--- src/pkg/vco_output_config_regs.svh ---
// Offsets, field positions and reset values of the VCO output configuration bank
`ifndef VCO_OUTPUT_CONFIG_REGS_SVH
`define VCO_OUTPUT_CONFIG_REGS_SVH
`define ADDR_VCO_OUTPUT_CONFIG 4'h3
`define ADDR_VCO_CAL_BIAS_TRIM 4'h4
`define ADDR_VCO_COARSE_CAL_TRIM 4'h5
`define ADDR_VCO_UPPER_CAL_TRIM 4'h6
`define VCO_SUBSYS_ID 3'h0
`define FLD_PRIO_LSB 0
`define FLD_POS_LEG 2
`define FLD_NEG_LEG 3
`define FLD_INT_TERM 4
`define FLD_HIGH_RES 5
`define FLD_MUTE_LSB 7
`define RST_VCO_OUTPUT_CONFIG 9'h091
`define RST_VCO_CAL_BIAS_TRIM 9'h0c9
`define RST_VCO_COARSE_CAL_TRIM 9'h0aa
`define RST_VCO_UPPER_CAL_TRIM 9'h0ff
`endif

--- src/pkg/vco_output_config_pkg.sv ---
// Types of the VCO output configuration bank
package vco_output_config_pkg;
    typedef enum logic [1:0] {
        prio_low_current = 2'h1,
        prio_best_noise = 2'h3
    } prio_mode_t;
    typedef enum logic [1:0] {
        mute_on_div_zero = 2'h0,
        mute_on_cal = 2'h1,
        mute_on_cal_or_unlock = 2'h2,
        mute_always = 2'h3
    } mute_mode_t;
endpackage

--- src/core/vco_output_config_regs.sv ---
// Write-only VCO output configuration register bank behind the indirect write port
`timescale 1ns/10ps
`include "vco_output_config_regs.svh"
module vco_output_config_regs
    import vco_output_config_pkg::*;
(
    // Clock and reset
    input wire logic clk,
    input wire logic rst_b,
    // Indirect write port, one-cycle strobe
    input wire logic wr_stb,
    input wire logic [2:0] wr_subsys_id,
    input wire logic [3:0] wr_addr,
    input wire logic [8:0] wr_data,
    // Status from the rest of the subsystem, same clock
    input wire logic vco_cal_busy,
    input wire logic lock_detect,
    input wire logic [5:0] out_divide_ratio,
    // Decoded controls
    output logic best_noise_mode,
    output logic positive_output_leg,
    output logic negative_output_leg,
    output logic internal_term_en,
    output logic high_out_res,
    output logic output_mute,
    output logic [8:0] cal_bias_trim,
    output logic [8:0] coarse_cal_trim,
    output logic [8:0] upper_cal_trim
);
    logic [8:0] cfg_ff;
    logic [8:0] bias_ff;
    logic [8:0] coarse_ff;
    logic [8:0] upper_ff;
    logic output_mute_ff;
    logic nxt_output_mute;
    logic sel_ok;
    mute_mode_t mute_mode;

    // Address hit for this subsystem; used by all four registers
    function automatic logic hit(input logic [3:0] a, input logic [3:0] r);
        hit = (a == r);
    endfunction

    assign sel_ok = wr_stb && (wr_subsys_id == `VCO_SUBSYS_ID);

    // Config register; whole word replaced
    // reset value holds priority 01
    always_ff @(posedge clk) begin
        if (!rst_b) begin
            cfg_ff <= `RST_VCO_OUTPUT_CONFIG;
        end else if (sel_ok && hit(wr_addr, `ADDR_VCO_OUTPUT_CONFIG)) begin
            cfg_ff <= wr_data;
        end
    end

    // Trim registers, stored as written since host owns their values
    always_ff @(posedge clk) begin
        if (!rst_b) begin
            bias_ff <= `RST_VCO_CAL_BIAS_TRIM;
            coarse_ff <= `RST_VCO_COARSE_CAL_TRIM;
            upper_ff <= `RST_VCO_UPPER_CAL_TRIM;
        end else if (sel_ok) begin
            if (hit(wr_addr, `ADDR_VCO_CAL_BIAS_TRIM)) begin
                bias_ff <= wr_data;
            end else if (hit(wr_addr, `ADDR_VCO_COARSE_CAL_TRIM)) begin
                coarse_ff <= wr_data;
            end else if (hit(wr_addr, `ADDR_VCO_UPPER_CAL_TRIM)) begin
                upper_ff <= wr_data;
            end
        end
    end

    // only code 11 means best noise; unsupported codes fall back to low current
    assign best_noise_mode = (cfg_ff[`FLD_PRIO_LSB +: 2] == prio_best_noise);
    assign positive_output_leg = cfg_ff[`FLD_POS_LEG];
    assign negative_output_leg = cfg_ff[`FLD_NEG_LEG];
    assign internal_term_en = cfg_ff[`FLD_INT_TERM];
    assign high_out_res = cfg_ff[`FLD_HIGH_RES];
    assign cal_bias_trim = bias_ff;
    assign coarse_cal_trim = coarse_ff;
    assign upper_cal_trim = upper_ff;
    assign mute_mode = mute_mode_t'(cfg_ff[`FLD_MUTE_LSB +: 2]);

    always_comb begin
        nxt_output_mute = 1'b0;
        case (mute_mode)
            mute_on_div_zero: nxt_output_mute = (out_divide_ratio == 6'h00);
            mute_on_cal: nxt_output_mute = vco_cal_busy;
            mute_on_cal_or_unlock: nxt_output_mute = vco_cal_busy || !lock_detect;
            default: nxt_output_mute = 1'b1;
        endcase
    end

    // Registered so the mute line never glitches on status changes
    always_ff @(posedge clk) begin
        if (!rst_b) begin
            output_mute_ff <= 1'b0;
        end else begin
            output_mute_ff <= nxt_output_mute;
        end
    end
    assign output_mute = output_mute_ff;
endmodule

--- config.mk ---
export PLATFORM = sky130hd
export DESIGN_NAME = vco_output_config_regs
export DESIGN_NICKNAME = d
export VERILOG_FILES = /design/src/pkg/vco_output_config_pkg.sv /design/src/core/vco_output_config_regs.sv
export VERILOG_INCLUDE_DIRS = /design/src /design/src/pkg
export SDC_FILE = /design/constraint.sdc
export NUM_CORES = 1
export LEC_CHECK = 0
export ABC_AREA = 0
export BUFFER_PORTS_ARGS = -buffer_cell sky130_fd_sc_hd__buf_4
export CORE_MARGIN = 2
export CORE_UTILIZATION = 42
export DETAILED_ROUTE_END_ITERATION = 10
export HOLD_SLACK_MARGIN = 0.12
export PLACE_DENSITY = 0.76
export SYNTH_ARGS = -nofsm -noshare
export SYNTH_HDL_FRONTEND = slang
export SYNTH_SLANG_ARGS = --single-unit
--- constraint.sdc ---
create_clock -name clk -period 1.4 [get_ports clk]
set_input_delay 0.07 -clock clk [delete_from_list [all_inputs] [get_ports clk]]
set_output_delay 0.07 -clock clk [all_outputs]
set_load 0.02 [all_outputs]
=== After elaboration in Yosys (flattened, before gate mapping) ===
Cells that the tools add are included.

* Register bits: 37
* Input port bits: 27
* Word-level logic and storage cells: 25
* Output and inout bits: 33

* Reductions and logical operators: 10
* Mux-type cells: 1
* Bitwise operators: 2
* Eq/ne operators: 7

{| class="wikitable"
|+ Operators with widths
! cell !! count
|-
| == test 4 x 3 -> 1 bit, second input constant || 3
|-
| logical NOT 6 bit || 1
|-
| == test 2 bit, second input constant || 2
|-
| == test 4 x 2 -> 1 bit, second input constant || 1
|-
| AND reduction 4 bit || 1
|-
| logical NOT 3 bit || 1
|-
| one-hot mux 1 bit (3 select lines) || 1
|-
| AND reduction 3 bit || 1
|-
| == test 2 x 1 -> 1 bit, second input constant || 1
|-
| logical AND 1 bit || 2
|-
| logical NOT 2 bit || 1
|-
| NOT 1 bit || 2
|-
| AND reduction 2 bit || 1
|-
| logical NOT 1 bit || 1
|-
| logical OR 1 bit || 1
|}

=== Depth between registers and ports, before layout ===
* Depth in word-level cells: 3
* Depth in mapped cells: 5
* Mapped depth without buffers: 3

=== Least setup slack after synthesis ===
OpenSTA, ideal clock, no wires.

* Path type: input to register
* Start: input wr_subsys_id[1]
* End: register bias_ff[7] (netlist: cal_bias_trim[7])
* Arrival time: 1.344 ns
* Setup slack: -0.071 ns
* Library setup time: 0.127 ns
* Data required time: 1.273 ns
* Stages on the path: 4
* Path buffers: 1
* Cells stage by stage: or4b_4 > or4_4 > buf_6 > mux2i_1

* Cells in the longest elaborated chain, start to end: 3

{| class="wikitable"
|+ Ends and longest elaborated chain
! element !! RTL line !! source
|-
| start, declared || vco_output_config_regs.sv:12 || <nowiki>input wire logic [2:0] wr_subsys_id,</nowiki>
|-
| logical NOT 3 bit (no line) || n/a ||
|-
| logical AND 1 bit || vco_output_config_regs.sv:44 || <nowiki>assign sel_ok = wr_stb && (wr_subsys_id == `VCO_SUBSYS_ID);</nowiki>
|-
| AND reduction 2 bit (no line) || n/a ||
|-
| end signal, assigned || vco_output_config_regs.sv:59 || <nowiki>bias_ff <= `RST_VCO_CAL_BIAS_TRIM;</nowiki>
|-
| end signal, assigned || vco_output_config_regs.sv:64 || <nowiki>bias_ff <= wr_data;</nowiki>
|-
| end, declared || vco_output_config_regs.sv:31 || <nowiki>logic [8:0] bias_ff;</nowiki>
|}

Every way passes these cells.
A chain may end at the register's enable or synchronous reset.

=== Worst setup path after layout ===
* Start: input wr_subsys_id[1]
* End: register bias_ff[2] (netlist: cal_bias_trim[2])

The elaborated chain is that of the path after synthesis.

==> reports/metrics.yaml <==
ioPinCount: 60
clkLatencyLatePin_ps: 330
yosys.area.top_type: "dfxtp_1"
hold_class: "in2reg"
layout.nets: 255
place_area_um2: 1942
clk_pin_slew_ps: 100
worst_pin_slew_ps: 429.5
worstPathArrival_ps: 1520
crit_fanout: 9
p_comb_share_pct: 10.8
dr_total_vias: 1306
area_growth_pct: 49.65
pwr-share-clk_pct: 28.9
pre_cts_ws_ps: -253.9
numCtsBuffers: 5
grt_pass1_vias: 1357
antenna_left: 0
dieWidth_um: 62.74
synth_top_area_share_pct: 49.74
grt_pass1_wl_um: 6072
power.switching_mw: 0.3896
grt.overflow.total: 0
wl_per_cell_um: 13.20
ys_seq_area_share_pct: 49.74
maxCapViolations: 0
setup_ws_ps: 97.78
fmax_mhz: 767.9
critPathCaptureType: "flip-flop"
synth_seq_cells: 36
drt_first_pass_iters: 4
antenna_found_initial: 0
synth_fp_nets: 175
ys_warn_count: 0
drt_iter0_markers: 54
holdWs_ps: 181.7
route.met2.wl_um: 1855
wirelength_um: 3616
synthDistinctLibCells: 22
drive_gt1_share_pct: 32.89
rsz0062_at_grt: "no"
worstHoldStart: "wr_addr[1]"
hpwl_um: 2686
gp_congestion: 0.7886
p_leak_nw: 1.010
synth_area_per_cell_um2: 9.790
wl_met3_um: 165
grt_max_degree: 26
finalMaxSlewViolations: 0
root_buffer: "clkbuf_4"
r2r-end: "output_mute"
antenna_cells: 0
ff2ff_path_depth: 3
internal-power_mw: 1.318
fin_crit_sh_pct: 93.02
r2r_start: "cfg_ff[7]"
path_class: "in2reg"
fin_crit_ps: 1302
setup_violations: 0
swShare_pct: 22.82
clockBufferDepth: 2
startpoint_type: "primary input"
initial_core_util_pct: 43.42
required_ps: 1620
port_buffers: 59
hold_viol: 0
skew_ps: 0.2926
design_area_um2: 2168
h-tree-depth: 2
die_h_um: 62.74
p_per_area_nw_per_um2: 787.4
ir_drop_uv: 545.9
fin_setup_tns_ps: 0
syn_area_um2: 1449
cts.sinks: 36
synthTopCellsByArea: "dfxtp_1, mux2i_1, nand2_1"
avgViaCountPerCell: 4.766
wl_met1_um: 1527
regToRegSetupSlack_ps: 480
post_cts_buffers: 0
cts_tree: "yes"
syn_inst: 148
pwr-share-seq_pct: 60.3
drc: 0
holdPathStages: 3
grt_use_total_pct: 19.77
num_rows: 21
status: "finished clean"
min_delay_worst_endpoint: "coarse_cal_trim[1]"
layout_common_cells: "buf_4, dfxtp_1, mux2i_1"
dieArea_um2: 3936
final_common_cell: "buf_4"
slew_headroom_pct: 71.33
top_layer: "met4"
core-area_um2: 3337
[repair_timing]
item,CTS,global route
hold endpoints to repair,36,0
gates resized for setup,0,0
hold buffers,18,0
[worst max-delay path, cell delays in order]
cell and delay (ps):
buf_4 110, or4b_4 550, or4_4 620, mux2i_1 160
[how the worst max path moves through the flow]
stage	end	slack, ps	startpoint	cells after the start
CTS	cal_bias_trim[0]	110	wr_subsys_id[1]	4
detailed placement	cal_bias_trim[0]	-250	wr_subsys_id[1]	4
finish	cal_bias_trim[2]	100	wr_subsys_id[1]	4
global placement	cal_bias_trim[7]	-230	wr_subsys_id[1]	4
floorplan	cal_bias_trim[7]	-70	wr_subsys_id[1]	4
global route	cal_bias_trim[0]	80	wr_subsys_id[1]	4
[power by group through the flow]
stage	sequential [mW]	combinational [mW]	clock, mW
6_report	1.03	0.185	0.494
5_1_grt	1.03	0.200	0.559
4_1_cts	1.03	0.184	0.508
3_5_place_dp	1.05	0.144	0
3_3_place_gp	1.05	0.140	0
2_1_floorplan	1.06	0.0539	0
[area by class of cell]
type / count / area (µm²)
clock buffers: 6 / 41.29
clock inverters: 1 / 5.005
fillers: 294 / 1169
inverters: 2 / 7.507
multi-input cells: 101 / 675.6
flip-flops and latches: 36 / 720.7
well taps: 46 / 57.56
repair buffers: 82 / 660.6
[per-layer routing]
metal,GRT usage (%),vias to the layer above
li1,-,659
met2,34.81,41
met5,0,-
met3,4.505,7
met1,22.06,599
met4,10.56,0
[sequential cells by signal, indices dropped and copies added (netlist names)]
| name | count |
|---|---|
| cal_bias_trim | 9 |
| coarse_cal_trim | 9 |
| upper_cal_trim | 9 |
| cfg_ff | 8 |
| output_mute | 1 |
[synthesized netlist by cell type, drive strengths merged]
| cell | count |
|---|---|
| o31a | 3 |
| and2 | 2 |
| nor3b | 1 |
| clkbuf | 5 |
| buf | 4 |
| a2bb2oi | 1 |
| or4 | 2 |
| inv | 2 |
| nor4b | 2 |
| nor4bb | 1 |
| nor2 | 22 |
| or4b | 1 |
| nand2 | 24 |
| dfxtp | 36 |
| mux2i | 32 |
| nor2b | 3 |
| nor4 | 2 |
| nand2b | 1 |
| nand3 | 3 |
| a21oi | 1 |
[per-stage QoR]
stage | instances | utilization, % | power, mW
2_1_floorplan | 148 | - | 1.111
3_3_place_gp | 249 | 58.19 | 1.192
3_5_place_dp | 249 | 58.19 | 1.197
4_1_cts | 274 | 64.98 | 1.721
5_1_grt | 274 | 64.98 | 1.789
6_report | 274 | 64.98 | 1.707
[cell families (layout without fill, tap and decap cells)]
kind of cell / Yosys count / after routing / share of synthesized area, %
buffers and inverters: 11 / 91 / 4.058
AOI/OAI and AO/OA: 5 / 5 / 2.763
muxes: 32 / 32 / 22.11
DFF: 36 / 36 / 49.74
and+or+nand+nor: 64 / 64 / 21.33
Power figures use the tool's default switching activity.
